File: config.mk
export PLATFORM = sky130hd
export DESIGN_NAME = hmc_mode_cfg
export DESIGN_NICKNAME = d
export VERILOG_FILES = /design/src/verilog/hmc_pkg.sv /design/src/verilog/hmc_mode_cfg.sv /design/src/verilog/hmc_pin_sync.sv
export SDC_FILE = /design/constraint.sdc
export NUM_CORES = 1
export LEC_CHECK = 0
export BUFFER_PORTS_ARGS = -buffer_cell sky130_fd_sc_hd__buf_2
export CORE_MARGIN = 2
export CORE_UTILIZATION = 30
export CTS_CLUSTER_SIZE = 16
export DETAILED_ROUTE_END_ITERATION = 7
export SYNTH_ARGS = -nofsm -noshare
export SYNTH_HDL_FRONTEND = slang
export SYNTH_HIERARCHICAL = 1
export SYNTH_SLANG_ARGS = --single-unit
File: constraint.sdc
create_clock -name ref_clk -period 1.73 [get_ports ref_clk]
set_input_delay 0.173 -clock ref_clk [delete_from_list [all_inputs] [get_ports ref_clk]]
set_output_delay 0.173 -clock ref_clk [all_outputs]
set_load 0.02 [all_outputs]
File: src/verilog/hmc_pkg.sv
package hmc_pkg;

  // Page and offset at which the hidden register sits
  localparam logic [1:0] HMC_PAGE0    = 2'h0;
  localparam logic [3:0] HMC_CFGB_OFS = 4'hb;

  // Field positions inside the media and bus option register
  localparam int HMC_MEDIA_LSB = 0;
  localparam int HMC_MEDIA_MSB = 1;
  localparam int HMC_LINK_BIT  = 2;
  localparam int HMC_WIO_BIT   = 3;
  localparam int HMC_RSV_BIT   = 4;
  localparam int HMC_BERR_BIT  = 5;
  localparam int HMC_BOOT_ROM_WRITE_ENABLE_BIT  = 6;
  localparam int HMC_EELD_BIT  = 7;

  // Reset values of the stored fields
  localparam logic [1:0] HMC_MEDIA_RESET = 2'h0;
  localparam logic       HMC_BIT_RESET   = 1'h0;
  localparam logic [7:0] HMC_BYTE_RESET  = 8'h00;

  // Media selection codes
  typedef enum logic [1:0] {
    HMC_TP_STD = 2'b00,
    HMC_THIN   = 2'b01,
    HMC_THICK  = 2'b10,
    HMC_TP_LOW = 2'b11
  } hmc_media_e;

  // Unlock state of the hidden register
  typedef enum logic {
    HMC_LOCKED   = 1'b0,
    HMC_UNLOCKED = 1'b1
  } hmc_lock_e;

  // One register access from the host bus front end
  typedef struct packed {
    logic       rd;
    logic       wr;
    logic [1:0] page;
    logic [3:0] ofs;
    logic [7:0] wdata;
  } hmc_req_s;

  // Physical layer steering
  typedef struct packed {
    logic tp_route;
    logic aui_route;
    logic reduced_squelch;
  } hmc_phy_s;

endpackage : hmc_pkg

File: src/verilog/hmc_mode_cfg.sv
`timescale 1ns/1ps
// Overview of operation
// - Write lands only directly after unlocking read
// - Intervening access redirects write to count high
// - Page 0 read at offset returns register
// - Two media bits select one of four
// - Twisted pair pins or attachment port routing
// - Coax output low thick, high thin
// - Writing link bit one disables link test
// - Link bit reads status per mode rules
// - Link bit read equals link LED
// - Timing bit picks strobe or decode indication
// - Unhonoured wait states set bus error
// - Write one clears bus error, zero ignored
// - Boot ROM writes blocked while enable low
// - Writing load bit starts EEPROM load
module hmc_mode_cfg (
  // Clock and reset
  input  wire logic             ref_clk,
  input  wire logic             rst,
  // Register access port
  input  wire hmc_pkg::hmc_req_s req,
  output logic           [7:0]  rdata_reg,
  output logic                  rbc_hi_wr_reg,
  output logic           [7:0]  rbc_hi_data_reg,
  // Physical layer control and status
  input  wire logic             link_pulse_ok,
  output hmc_pkg::hmc_phy_s     phy_reg,
  output logic                  coax_type_reg,
  output logic                  link_led_reg,
  output logic                  link_test_disable_reg,
  // Host bus pins and timing
  input  wire logic             io_read_strobe_n,
  input  wire logic             io_write_strobe_n,
  input  wire logic             addr_decode_hit,
  input  wire logic             wait_insert,
  output logic                  wide_io_ind_reg,
  // Boot ROM and EEPROM
  input  wire logic             rom_wr_req,
  output logic                  boot_rom_wr_reg,
  output logic                  eeprom_load_start_reg
);

  // Stored fields of the register
  hmc_pkg::hmc_media_e media_reg, media_next;
  hmc_pkg::hmc_lock_e  lock_reg, lock_next;     // Unlock flag
  logic wio_reg, wio_next;                      // Wide I/O timing select
  logic rsv_reg, rsv_next;                      // Reserved bit, stored as written
  logic berr_reg, berr_next;                    // Bus error flag
  logic boot_rom_write_enable_reg, boot_rom_write_enable_next;                    // Boot ROM write enable
  logic [7:0] rdata_next;
  logic [7:0] rbc_data_next;
  logic rbc_wr_next, eeld_next, led_next, ltd_next, coax_next, wio_ind_next, rom_next;
  hmc_pkg::hmc_phy_s phy_next;

  // Decoded strobes and events
  logic [1:0] strobe_lvl;                       // Filtered active-low strobes
  logic       strobe_act, strobe_act_reg;
  logic       berr_event, hit_rd, hit_wr, cfg_wr;
  logic [7:0] image;

  // Both read and write use the same hidden address decode
  function automatic logic hit_cfgb(input hmc_pkg::hmc_req_s r);
    return (r.page == hmc_pkg::HMC_PAGE0) && (r.ofs == hmc_pkg::HMC_CFGB_OFS);
  endfunction : hit_cfgb

  // True for the two attachment unit port selections
  function automatic logic is_aui(input hmc_pkg::hmc_media_e m);
    return (m == hmc_pkg::HMC_THIN) || (m == hmc_pkg::HMC_THICK);
  endfunction : is_aui

  // Strobe pins come from the host bus, outside this clock domain
  hmc_pin_sync u_sync (
    .ref_clk   (ref_clk),
    .rst       (rst),
    .pin_in    ({io_write_strobe_n, io_read_strobe_n}),
    .level_reg (strobe_lvl)
  );

  assign strobe_act = ~(&strobe_lvl);
  // Host ended its cycle while we still held wait states
  assign berr_event = strobe_act_reg && !strobe_act && wait_insert;
  assign hit_rd     = req.rd && hit_cfgb(req);
  assign hit_wr     = req.wr && hit_cfgb(req);
  assign cfg_wr     = hit_wr && (lock_reg == hmc_pkg::HMC_UNLOCKED);

  // Read image; load bit self-clears so it always reads zero
  always_comb begin
    image = hmc_pkg::HMC_BYTE_RESET;
    image[hmc_pkg::HMC_MEDIA_MSB:hmc_pkg::HMC_MEDIA_LSB] = media_reg;
    image[hmc_pkg::HMC_LINK_BIT] = link_led_reg;
    image[hmc_pkg::HMC_WIO_BIT]  = wio_reg;
    image[hmc_pkg::HMC_RSV_BIT]  = rsv_reg;
    image[hmc_pkg::HMC_BERR_BIT] = berr_reg;
    image[hmc_pkg::HMC_BOOT_ROM_WRITE_ENABLE_BIT] = boot_rom_write_enable_reg;
  end

  // Next state of the register fields and access results
  always_comb begin
    lock_next     = lock_reg;
    media_next    = media_reg;
    wio_next      = wio_reg;
    rsv_next      = rsv_reg;
    boot_rom_write_enable_next     = boot_rom_write_enable_reg;
    ltd_next      = link_test_disable_reg;
    berr_next     = berr_reg;
    rdata_next    = rdata_reg;
    rbc_wr_next   = 1'b0;
    rbc_data_next = rbc_hi_data_reg;
    eeld_next     = 1'b0;
    // Any access relocks except the unlocking read itself
    if (req.rd || req.wr) begin
      lock_next = hit_rd ? hmc_pkg::HMC_UNLOCKED : hmc_pkg::HMC_LOCKED;
    end
    if (hit_rd) begin
      rdata_next = image;
    end
    if (cfg_wr) begin
      media_next = hmc_pkg::hmc_media_e'(
        req.wdata[hmc_pkg::HMC_MEDIA_MSB:hmc_pkg::HMC_MEDIA_LSB]);
      ltd_next   = req.wdata[hmc_pkg::HMC_LINK_BIT];
      wio_next   = req.wdata[hmc_pkg::HMC_WIO_BIT];
      rsv_next   = req.wdata[hmc_pkg::HMC_RSV_BIT];
      boot_rom_write_enable_next  = req.wdata[hmc_pkg::HMC_BOOT_ROM_WRITE_ENABLE_BIT];
      eeld_next  = req.wdata[hmc_pkg::HMC_EELD_BIT];
      if (req.wdata[hmc_pkg::HMC_BERR_BIT]) begin
        berr_next = 1'b0;
      end
    end else if (hit_wr) begin
      // Locked write falls through to the remote count high byte
      rbc_wr_next   = 1'b1;
      rbc_data_next = req.wdata;
    end
    // Set wins over a clear in the same cycle
    if (berr_event) begin
      berr_next = 1'b1;
    end
  end

  // Next values of the pin-facing outputs
  always_comb begin
    phy_next.tp_route        = !is_aui(media_reg);
    phy_next.aui_route       = is_aui(media_reg);
    phy_next.reduced_squelch = (media_reg == hmc_pkg::HMC_TP_LOW);
    // Thick drives low; twisted pair leaves the line high
    coax_next = (media_reg != hmc_pkg::HMC_THICK);
    if (is_aui(media_reg)) begin
      led_next = 1'b0;
    end else if (link_test_disable_reg) begin
      led_next = 1'b1;
    end else begin
      led_next = link_pulse_ok;
    end
    // Either wait for a strobe or answer on decode alone
    wio_ind_next = addr_decode_hit && (!wio_reg || strobe_act);
    rom_next     = rom_wr_req && boot_rom_write_enable_reg;
  end

  // All state registers
  always_ff @(posedge ref_clk) begin
    if (rst) begin
      lock_reg              <= hmc_pkg::HMC_LOCKED;
      media_reg             <= hmc_pkg::hmc_media_e'(hmc_pkg::HMC_MEDIA_RESET);
      wio_reg               <= hmc_pkg::HMC_BIT_RESET;
      rsv_reg               <= hmc_pkg::HMC_BIT_RESET;
      berr_reg              <= hmc_pkg::HMC_BIT_RESET;
      boot_rom_write_enable_reg              <= hmc_pkg::HMC_BIT_RESET;
      link_test_disable_reg <= hmc_pkg::HMC_BIT_RESET;
      rdata_reg             <= hmc_pkg::HMC_BYTE_RESET;
      rbc_hi_wr_reg         <= 1'b0;
      rbc_hi_data_reg       <= hmc_pkg::HMC_BYTE_RESET;
      eeprom_load_start_reg <= 1'b0;
      phy_reg               <= '0;
      coax_type_reg         <= 1'b0;
      link_led_reg          <= 1'b0;
      wide_io_ind_reg       <= 1'b0;
      boot_rom_wr_reg       <= 1'b0;
      strobe_act_reg        <= 1'b0;
    end else begin
      lock_reg              <= lock_next;
      media_reg             <= media_next;
      wio_reg               <= wio_next;
      rsv_reg               <= rsv_next;
      berr_reg              <= berr_next;
      boot_rom_write_enable_reg              <= boot_rom_write_enable_next;
      link_test_disable_reg <= ltd_next;
      rdata_reg             <= rdata_next;
      rbc_hi_wr_reg         <= rbc_wr_next;
      rbc_hi_data_reg       <= rbc_data_next;
      eeprom_load_start_reg <= eeld_next;
      phy_reg               <= phy_next;
      coax_type_reg         <= coax_next;
      link_led_reg          <= led_next;
      wide_io_ind_reg       <= wio_ind_next;
      boot_rom_wr_reg       <= rom_next;
      strobe_act_reg        <= strobe_act;
    end
  end

  a_unlocked_write_lands: assert property (@(posedge ref_clk) disable iff (rst)
    cfg_wr |=> (media_reg == $past(req.wdata[hmc_pkg::HMC_MEDIA_MSB:hmc_pkg::HMC_MEDIA_LSB]))
      && !rbc_hi_wr_reg)
    else $error("unlocked write did not update the register");

  a_locked_write_redirect: assert property (@(posedge ref_clk) disable iff (rst)
    (hit_wr && lock_reg == hmc_pkg::HMC_LOCKED)
      |=> rbc_hi_wr_reg && (rbc_hi_data_reg == $past(req.wdata)) && $stable(media_reg))
    else $error("locked write not redirected");

  a_lock_flag_clear: assert property (@(posedge ref_clk) disable iff (rst)
    ((req.rd || req.wr) && !hit_rd) |=> lock_reg == hmc_pkg::HMC_LOCKED)
    else $error("unlock flag survived another access");

  a_read_image_link: assert property (@(posedge ref_clk) disable iff (rst)
    hit_rd |=> (rdata_reg == $past(image))
      && (rdata_reg[hmc_pkg::HMC_LINK_BIT] == $past(link_led_reg)))
    else $error("hidden read returned wrong value");

  a_coax_thick_low: assert property (@(posedge ref_clk) disable iff (rst)
    (media_reg == hmc_pkg::HMC_THICK) |=> !coax_type_reg && phy_reg.aui_route)
    else $error("thick media did not drive coax output low");

  a_link_disabled_good: assert property (@(posedge ref_clk) disable iff (rst)
    (link_test_disable_reg && !is_aui(media_reg)) |=> link_led_reg)
    else $error("disabled link test did not read good");

  a_berr_set_wins: assert property (@(posedge ref_clk) disable iff (rst)
    berr_event |=> berr_reg)
    else $error("bus error not flagged");

  a_berr_write_clear: assert property (@(posedge ref_clk) disable iff (rst)
    (cfg_wr && req.wdata[hmc_pkg::HMC_BERR_BIT] && !berr_event) |=> !berr_reg)
    else $error("bus error not cleared by writing one");

  a_rom_write_gate: assert property (@(posedge ref_clk) disable iff (rst)
    !boot_rom_write_enable_reg |=> !boot_rom_wr_reg)
    else $error("boot ROM write while disabled");

  a_eeprom_load_pulse: assert property (@(posedge ref_clk) disable iff (rst)
    (cfg_wr && req.wdata[hmc_pkg::HMC_EELD_BIT])
      |=> eeprom_load_start_reg ##1 !eeprom_load_start_reg)
    else $error("EEPROM load start not a single pulse");

  a_wide_io_decode: assert property (@(posedge ref_clk) disable iff (rst)
    (!wio_reg && addr_decode_hit) |=> wide_io_ind_reg)
    else $error("indicator not asserted on decode");

endmodule : hmc_mode_cfg

File: src/verilog/hmc_pin_sync.sv
`timescale 1ns/1ps
// Three-stage synchroniser for the two host strobe pins; the output only
// follows once the second and third stages agree, which filters one-cycle
// glitches at the cost of one more cycle of latency.
module hmc_pin_sync (
  // Clock and reset
  input  wire logic       ref_clk,
  input  wire logic       rst,
  // Raw pins and filtered levels
  input  wire logic [1:0] pin_in,
  output logic      [1:0] level_reg
);

  // Idle level of both active-low strobes, so reset never fakes an edge
  localparam logic [1:0] IDLE_LVL = 2'h3;

  logic [1:0] st1_reg;  // First stage, read only by the second
  logic [1:0] st2_reg;  // Second stage
  logic [1:0] st3_reg;  // Third stage
  logic [1:0] level_next;

  // Accept a change once stages two and three agree
  always_comb begin
    level_next = level_reg;
    for (int i = 0; i < 2; i++) begin
      if (st2_reg[i] == st3_reg[i]) begin
        level_next[i] = st3_reg[i];
      end
    end
  end

  // Stage registers; strobes are active low so idle is all ones
  always_ff @(posedge ref_clk) begin
    if (rst) begin
      st1_reg   <= IDLE_LVL;
      st2_reg   <= IDLE_LVL;
      st3_reg   <= IDLE_LVL;
      level_reg <= IDLE_LVL;
    end else begin
      st1_reg   <= pin_in;
      st2_reg   <= st1_reg;
      st3_reg   <= st2_reg;
      level_reg <= level_next;
    end
  end

endmodule : hmc_pin_sync

==> impl_results.rst, run 1 <==
.. list-table::
   :header-rows: 1

   * - Metric
     - Value
   * - Outcome
     - completed
   * - Wire per inst
     - 11.6 um
   * - Switching power
     - 0.000386 W
   * - Worst skew pair latency
     - 290 ps
   * - Nets@finish
     - 221
   * - Overall routing resource usage
     - 10.7%
   * - Count of unique library cells instantiated by Yosys
     - 28
   * - Die Ht
     - 76.4 um
   * - Count of buffers added by post-CTS timing repair for setup
     - 0
   * - Buffers on Ports
     - 48
   * - Gate power share
     - 6.1%
   * - Worst hold path type
     - in -> reg
   * - Via count of the first global-routing pass
     - 1035
   * - Via total after detailed routing
     - 1148
   * - Required time worst endpoint
     - 1910 ps
   * - Initial Util
     - 31.0%
   * - Sum of negative setup slack
     - 0 ps
   * - Antenna Cells
     - 0
   * - Placed cells
     - 258
   * - Estimated wirelength of the detail-placed design
     - 2.19 mm
   * - Via-to-Cell Ratio
     - 4.32
   * - Core Area
     - 5070 sq um
   * - Pre-antenna DRT Iters
     - 4
   * - Final Setup Violations
     - 0
   * - Total CTS buffers
     - 5
   * - Pwr per Cell Area
     - 849 nW/um^2
   * - Cells along the critical path
     - or4_4 > mux2i_1
   * - Total overflow reported by the global router
     - 0
   * - Hold buffers post-CTS
     - 0
   * - Crit-path slowest cell
     - sky130_fd_sc_hd__or4_4
   * - Proportion of power drawn by flip-flops and latches
     - 57.5%
   * - Clock tree root buffer cell
     - sky130_fd_sc_hd__clkbuf_8
   * - Top cells by area in the synthesized netlist
     - sky130_fd_sc_hd__dfxtp_1 (52%), sky130_fd_sc_hd__mux2i_1 (12%), sky130_fd_sc_hd__nand2b_1 (11%)
   * - Std cell rows
     - 26
   * - Mean Syn Cell Area
     - 10.8 sq um
   * - Area of the die
     - 5840 sq um
   * - Total power draw
     - 0.00167 W
   * - Number of antenna violations at the first check in global routing
     - 0
   * - Total clock sinks
     - 41
   * - Top Ports
     - 50
   * - Global-route wire length before repair
     - 4.95 mm
   * - Kind of launch point of the worst setup path
     - flop
   * - Placement Cell Area
     - 1880 sq um
   * - Final-report hold violation count
     - 0
   * - Detailed router's first-iteration violation count
     - 29
   * - LEAKAGE
     - 0.899 nW
   * - MaxCap Viol Count
     - 0
   * - Storage element area
     - 821 sq um
   * - Yosys warnings
     - 6
   * - Multi-input gate area in the final layout
     - 687 sq um
   * - Critical path data arrival time
     - 1410 ps
   * - Final-layout fill cell count
     - 536
   * - Fraction of post-synthesis cell area in the top cell type by area
     - 52.2%
   * - Die boundary width
     - 76.4 um
   * - Synthesis-stage register bit count
     - 41
   * - DRT antenna net count
     - 0
   * - Max incr delay on CP
     - 610 ps
   * - CP Capture Type
     - flop
   * - Worst hold margin
     - 61.8 ps
   * - Post-synthesis instance area
     - 1570 sq um
   * - Clk slew on worst S/H paths
     - 80 ps
   * - Area growth from synthesis to final layout
     - 24.9%
   * - Top fanout value on the critical path
     - 5
   * - Setup repair after global routing missed its margin
     - false
   * - Clock skew after layout
     - 4.86 ps
   * - Sequential fraction of the synthesis area
     - 52.2%
   * - Shortest period the worst path allows
     - 1230 ps
   * - Clock network fraction of total power
     - 36.4%
   * - Largest net degree at the start of global routing
     - 43
   * - Top achievable clock speed
     - 814 MHz
   * - Startpoint-to-endpoint class of the critical path
     - reg -> reg
   * - Final Wtd Congestion
     - 0.684
   * - Sw frac
     - 23.1%
   * - Number of flip-flops in the largest register
     - 8
   * - Max VDD drop
     - 0.377 mV
   * - Net count of the mapped netlist
     - 172
   * - Period Utilization, post-route
     - 71.0%
   * - Remaining routing DRC violations
     - 0
   * - Total non-filler cell area in the finished layout
     - 1960 sq um
   * - H-tree depth reported by CTS
     - 2
   * - Resize count post-CTS
     - 0
   * - Final count of pins violating max slew
     - 0
   * - Number of cells produced by synthesis
     - 146
   * - Wire length reported by the detailed router
     - 3.07 mm
   * - P_int
     - 0.00128 W
   * - Final non-filler cell total
     - 266
   * - Most area-hungry cell type in the Yosys netlist
     - sky130_fd_sc_hd__dfxtp_1
   * - Maximum number of buffers from clock root to sink
     - 2
   * - Fraction of layout instances using a drive strength above 1
     - 31.6%
   * - TritonCTS clock tree
     - done
## cell type report
cell class	count	area share, %
Clock buffer	5	3.50
Multi-Input combinational cell	93	35.0
Clock inverter	3	0.892
Inverter	4	0.764
Sequential cell	41	41.8
Timing Repair Buffer	50	13.6
Tap cell	70	4.46
## routing by layer
metal  GRT usage, %  share of wire [%]  vias to the layer above
met4           4.36                1.2                        0
met5              0                  0                        -
met3           4.27                6.6                        4
li1               -                  -                      583
met1           14.6                 51                      528
met2           15.0                 41                       33
## logic make-up (layout without fill, tap and decap cells)
group,count (synthesis),in the layout,synth area share (%)
AOI/OAI and AO/OA,13,13,5.41
adders and majority gates,2,2,1.59
buffers and inverters,12,62,4.14
DFF,41,41,52.2
muxes,19,19,12.1
other,1,1,0.238
and+or+nand+nor,58,58,24.3
## synth_stat cells (all sizes together)
library cell	number
or4	2
nand4	3
mux2i	19
o21a	1
nor3	1
nand2b	27
conb	1
nand3	1
ha	2
or2	7
o31ai	2
nor4	1
o21bai	2
or3	1
nor2b	3
inv	4
nor2	8
nand2	2
dfxtp	41
nand4b	1
clkbuf	4
and4b	1
buf	4
a311oi	2
a21oi	6
## metrics by stage
stage,worst slack [ps],utilization (%)
after floorplan,439,-
after global placement,311,37.0
after detailed placement,277,37.0
after CTS,497,38.7
after global routing,461,38.7
final,501,38.7
## power by group through the flow
stage / combinational (W) / clock, W / sequential (W)
global route: 0.000113 / 0.000673 / 0.000960
finish: 0.000102 / 0.000607 / 0.000959
floorplan: 0.0000502 / 0 / 0.000988
detailed placement: 0.000103 / 0 / 0.000981
CTS: 0.000103 / 0.000642 / 0.000959
global placement: 0.000102 / 0 / 0.000981
## worst max-delay path, delay by kind of cell, from the launching register on
kind          cells  cell delay [ps]
simple gates      1              610
mux               1              140
flops             1              360
## path summary, 6_finish.rpt
kind	from	end	slack, ps	cells after the start
worst max-delay path	lock_reg	rbc_hi_data_reg[3]	500	2
worst min-delay path	io_read_strobe_n	u_sync/st1_reg[0]	60	2
worst max register to register	lock_reg	rbc_hi_data_reg[3]	500	2
worst min register to register	u_sync/st1_reg[1]	u_sync/st2_reg[1]	410	1
## layout by cell type, fill, tap and decap left out, drive strengths merged
| cell type | netlist | layout |
|---|---|---|
| or4 | 2 | 2 |
| inv | 4 | 4 |
| conb | 1 | 1 |
| nand2b | 27 | 27 |
| ha | 2 | 2 |
| a311oi | 2 | 2 |
| dfxtp | 41 | 41 |
| nand2 | 2 | 2 |
| nor2 | 8 | 8 |
| o31ai | 2 | 2 |
| nor3 | 1 | 1 |
| clkinv | 0 | 2 |
| nand4b | 1 | 1 |
| buf | 4 | 50 |
| mux2i | 19 | 19 |
| nor2b | 3 | 3 |
| o21a | 1 | 1 |
| clkinvlp | 0 | 1 |
| a21oi | 6 | 6 |
| o21bai | 2 | 2 |
| nor4 | 1 | 1 |
| clkbuf | 4 | 5 |
| nand3 | 1 | 1 |
| and4b | 1 | 1 |
| or2 | 7 | 7 |
| nand4 | 3 | 3 |
| or3 | 1 | 1 |
Power figures use the tool's default switching activity.
==> inputs of run 2 (changes only) <==
ABC_AREA = 1   (was not set)
clock period = 1.1 ns   (was 1.73 ns; I/O delays follow)
==> run 2 against run 1 <==
  * Non-clock buffer count is 4 higher
  * Clock power increased by 89%
  * Synthesized cell count increased by 19%
  * Die area is 8.0% lower
  * Combinational power increased by 45%
  * Sequential power up 57%
  * Sequential cell count did not move
  * Global-route usage rose by 1.3 points
  * Total power rose by 68%
  * Critical path type unchanged
  * Critical endpoint is now link_led_reg
  * Highest routed layer unchanged
==> impl_results.rst, run 2 <==
.. list-table::
   :header-rows: 1

   * - Metric
     - Value
   * - Outcome
     - completed
   * - MaxCap Viol Count
     - 0
   * - Most area-hungry cell type in the Yosys netlist
     - sky130_fd_sc_hd__dfxtp_1
   * - CP Capture Type
     - flop
   * - Total CTS buffers
     - 5
   * - Final-layout fill cell count
     - 490
   * - Clock tree root buffer cell
     - sky130_fd_sc_hd__clkbuf_8
   * - Final Setup Violations
     - 0
   * - Multi-input gate area in the final layout
     - 502 sq um
   * - Net count of the mapped netlist
     - 200
   * - Proportion of power drawn by flip-flops and latches
     - 53.8%
   * - Kind of launch point of the worst setup path
     - flop
   * - Library cell with the highest instance count after synthesis
     - sky130_fd_sc_hd__nand2_1
   * - Top fanout value on the critical path
     - 2
   * - Period Utilization, post-route
     - 90.8%
   * - Post-synthesis instance area
     - 1440 sq um
   * - Number of antenna violations at the first check in global routing
     - 0
   * - Gate power share
     - 5.3%
   * - Worst skew pair latency
     - 290 ps
   * - Share of synthesized flip-flops with an asynchronous set or reset
     - 0%
   * - Die boundary width
     - 73.3 um
   * - Commonest non-fill, non-tap cell in the layout
     - sky130_fd_sc_hd__buf_2
   * - H-tree depth reported by CTS
     - 2
   * - Pre-antenna DRT Iters
     - 4
   * - Final Wtd Congestion
     - 0.702
   * - Maximum number of buffers from clock root to sink
     - 2
   * - Largest net degree at the start of global routing
     - 18
   * - Ys flop type
     - sky130_fd_sc_hd__dfxtp_1
   * - Top cells by area in the synthesized netlist
     - sky130_fd_sc_hd__dfxtp_1 (57%), sky130_fd_sc_hd__nand2_1 (11%), sky130_fd_sc_hd__a21oi_1 (8.0%)
   * - Top Ports
     - 50
   * - Antenna Cells
     - 0
   * - Number of flip-flops in the largest register
     - 8
   * - Total overflow reported by the global router
     - 0
   * - Worst slack after detailed placement
     - 6.62 ps
   * - DRT antenna net count
     - 0
   * - Count of unique library cells instantiated by Yosys
     - 21
   * - Mean Syn Cell Area
     - 8.28 sq um
   * - Overall routing resource usage
     - 12.0%
   * - Most utilized layer in the global route result
     - met2
   * - Die Ht
     - 73.3 um
   * - Via count of the first global-routing pass
     - 1085
   * - Shortest period the worst path allows
     - 998 ps
   * - Estimated wirelength of the detail-placed design
     - 2.14 mm
   * - Detailed router's first-iteration violation count
     - 31
   * - Met1 capacity usage during global routing
     - 15.3%
   * - Slack of the critical path
     - 102 ps
   * - Max VDD drop
     - 0.827 mV
   * - Setup repair after global routing missed its margin
     - false
   * - Total power draw
     - 0.00281 W
   * - Clock network fraction of total power
     - 40.9%
   * - Core Area
     - 4660 sq um
   * - Sequential fraction of the synthesis area
     - 57.0%
   * - Remaining routing DRC violations
     - 0
   * - Number of cells produced by synthesis
     - 174
   * - TritonCTS clock tree
     - done
   * - Buffers on Ports
     - 48
   * - Sum of negative setup slack
     - 0 ps
   * - Nets@finish
     - 257
   * - Total clock sinks
     - 41
   * - Clk slew on worst S/H paths
     - 80 ps
   * - Via total after detailed routing
     - 1180
   * - LEAKAGE
     - 0.895 nW
   * - Top cells by count, synth
     - sky130_fd_sc_hd__nand2_1 (43), sky130_fd_sc_hd__dfxtp_1 (41), sky130_fd_sc_hd__a21oi_1 (23), sky130_fd_sc_hd__inv_1 (23), sky130_fd_sc_hd__nor2_1 (13)
   * - Top achievable clock speed
     - 1000 MHz
   * - Yosys warnings
     - 6
   * - Sw frac
     - 20.7%
   * - Wire length reported by the detailed router
     - 2.85 mm
   * - Met3 GRT Util
     - 4.80%
   * - Switching power
     - 0.000582 W
   * - GR Util met2
     - 17.4%
   * - Final-report hold violation count
     - 0
   * - Pwr per Cell Area
     - 1490 nW/um^2
   * - Startpoint-to-endpoint class of the critical path
     - reg -> reg
   * - Final count of pins violating max slew
     - 0
   * - Critical path data arrival time
     - 1180 ps
   * - Area of the die
     - 5370 sq um
   * - Global-route wire length before repair
     - 4.76 mm
   * - Clock skew after layout
     - 4.99 ps
   * - Via-to-Cell Ratio
     - 4.14
   * - P_int
     - 0.00223 W
   * - Wire per inst
     - 10.0 um
   * - Fraction of layout instances using a drive strength above 1
     - 29.9%
   * - Initial Util
     - 30.9%
   * - Area growth from synthesis to final layout
     - 30.9%
   * - Required time worst endpoint
     - 1290 ps
   * - Highest-count cells in the layout ignoring fill and taps
     - sky130_fd_sc_hd__buf_2 (48), sky130_fd_sc_hd__nand2_1 (43), sky130_fd_sc_hd__dfxtp_1 (40)
   * - Number of synthesized flops with an enable pin
     - 0
   * - Count of buffers added by post-CTS timing repair for setup
     - 0
   * - Std cell rows
     - 25
   * - Synthesis-stage register bit count
     - 41
   * - Fraction of post-synthesis cell area in the top cell type by area
     - 57.0%
   * - Storage element area
     - 822 sq um
   * - Worst hold path type
     - in -> reg
run 2: changes by cell type in the layout (fill, tap and decap cells not counted), sizes merged, moves of 3 or more:
cell,delta
a21oi,+17
inv,+19
mux2i,-19
nand2,+43
nand2b,-27
nand3,+3
nor2,+8
nor2b,-3
o21ai,+7
or2,-3
run 2: worst max-delay path, stage by stage, from the launching register on:
cell,delay [ps]
sky130_fd_sc_hd__dfxtp_1,330
sky130_fd_sc_hd__inv_1,40
sky130_fd_sc_hd__ha_1,300
sky130_fd_sc_hd__inv_1,70
sky130_fd_sc_hd__nor2_2,40
sky130_fd_sc_hd__o21a_1,120
run 2: power by group through the flow:
stage	clock network, W	logic, W	registers [W]
5_1_grt	0.00127	0.000166	0.00151
3_3_place_gp	0	0.000142	0.00154
2_1_floorplan	0	0.0000520	0.00156
3_5_place_dp	0	0.000143	0.00155
4_1_cts	0.00120	0.000149	0.00151
6_report	0.00115	0.000148	0.00151
run 2: final timing paths:
kind	from	to	slack [ps]	cells past startpoint
worst min-delay path	addr_decode_hit	wide_io_ind_reg	30	3
worst min register to register	u_sync/st1_reg[0]	u_sync/st2_reg[0]	400	1
worst max-delay path	media_reg[0]	link_led_reg	100	5
worst max register to register	media_reg[0]	link_led_reg	100	5
run 2: layout make-up:
class,instances,area share (%)
timing repair buffer,54,15.4
inverter,25,5.31
multi-input combinational,104,26.6
clock buffer,5,3.65
clock inverter,2,1.86
tap,54,3.58
sequential,41,43.6
run 2: per-layer routing:
metal / vias up / wire length (um)
met5: - / 0
met4: 0 / 56
met3: 6 / 171
met2: 30 / 1230
met1: 500 / 1400
li1: 644 / -
run 2: stage by stage:
stage | area [sq um] | hold slack (ps) | std cells | util, %
CTS | 1880 | 22.5 | 285 | 40.4
floorplan | 1440 | 179 | 174 | -
global route | 1890 | 26.5 | 285 | 40.5
detailed placement | 1760 | 288 | 276 | 37.7
finish | 1890 | 34.2 | 285 | 40.5
global placement | 1760 | 287 | 276 | 37.7
run 2: kinds of logic after synthesis:
kind of cell | after synthesis | synth area share, %
other | 1 | 0.260
adders and majority gates | 2 | 1.74
buffers and inverters | 29 | 8.34
AOI/OAI and AO/OA | 31 | 10.9
and+or+nand+nor | 70 | 21.7
DFF | 41 | 57.0
run 2: timing repair:
action / CTS / global route
hold endpoints to repair: 2 / 0
setup endpoints to repair: 0 / 3
gates resized for setup: 0 / 2
hold buffers: 2 / 0
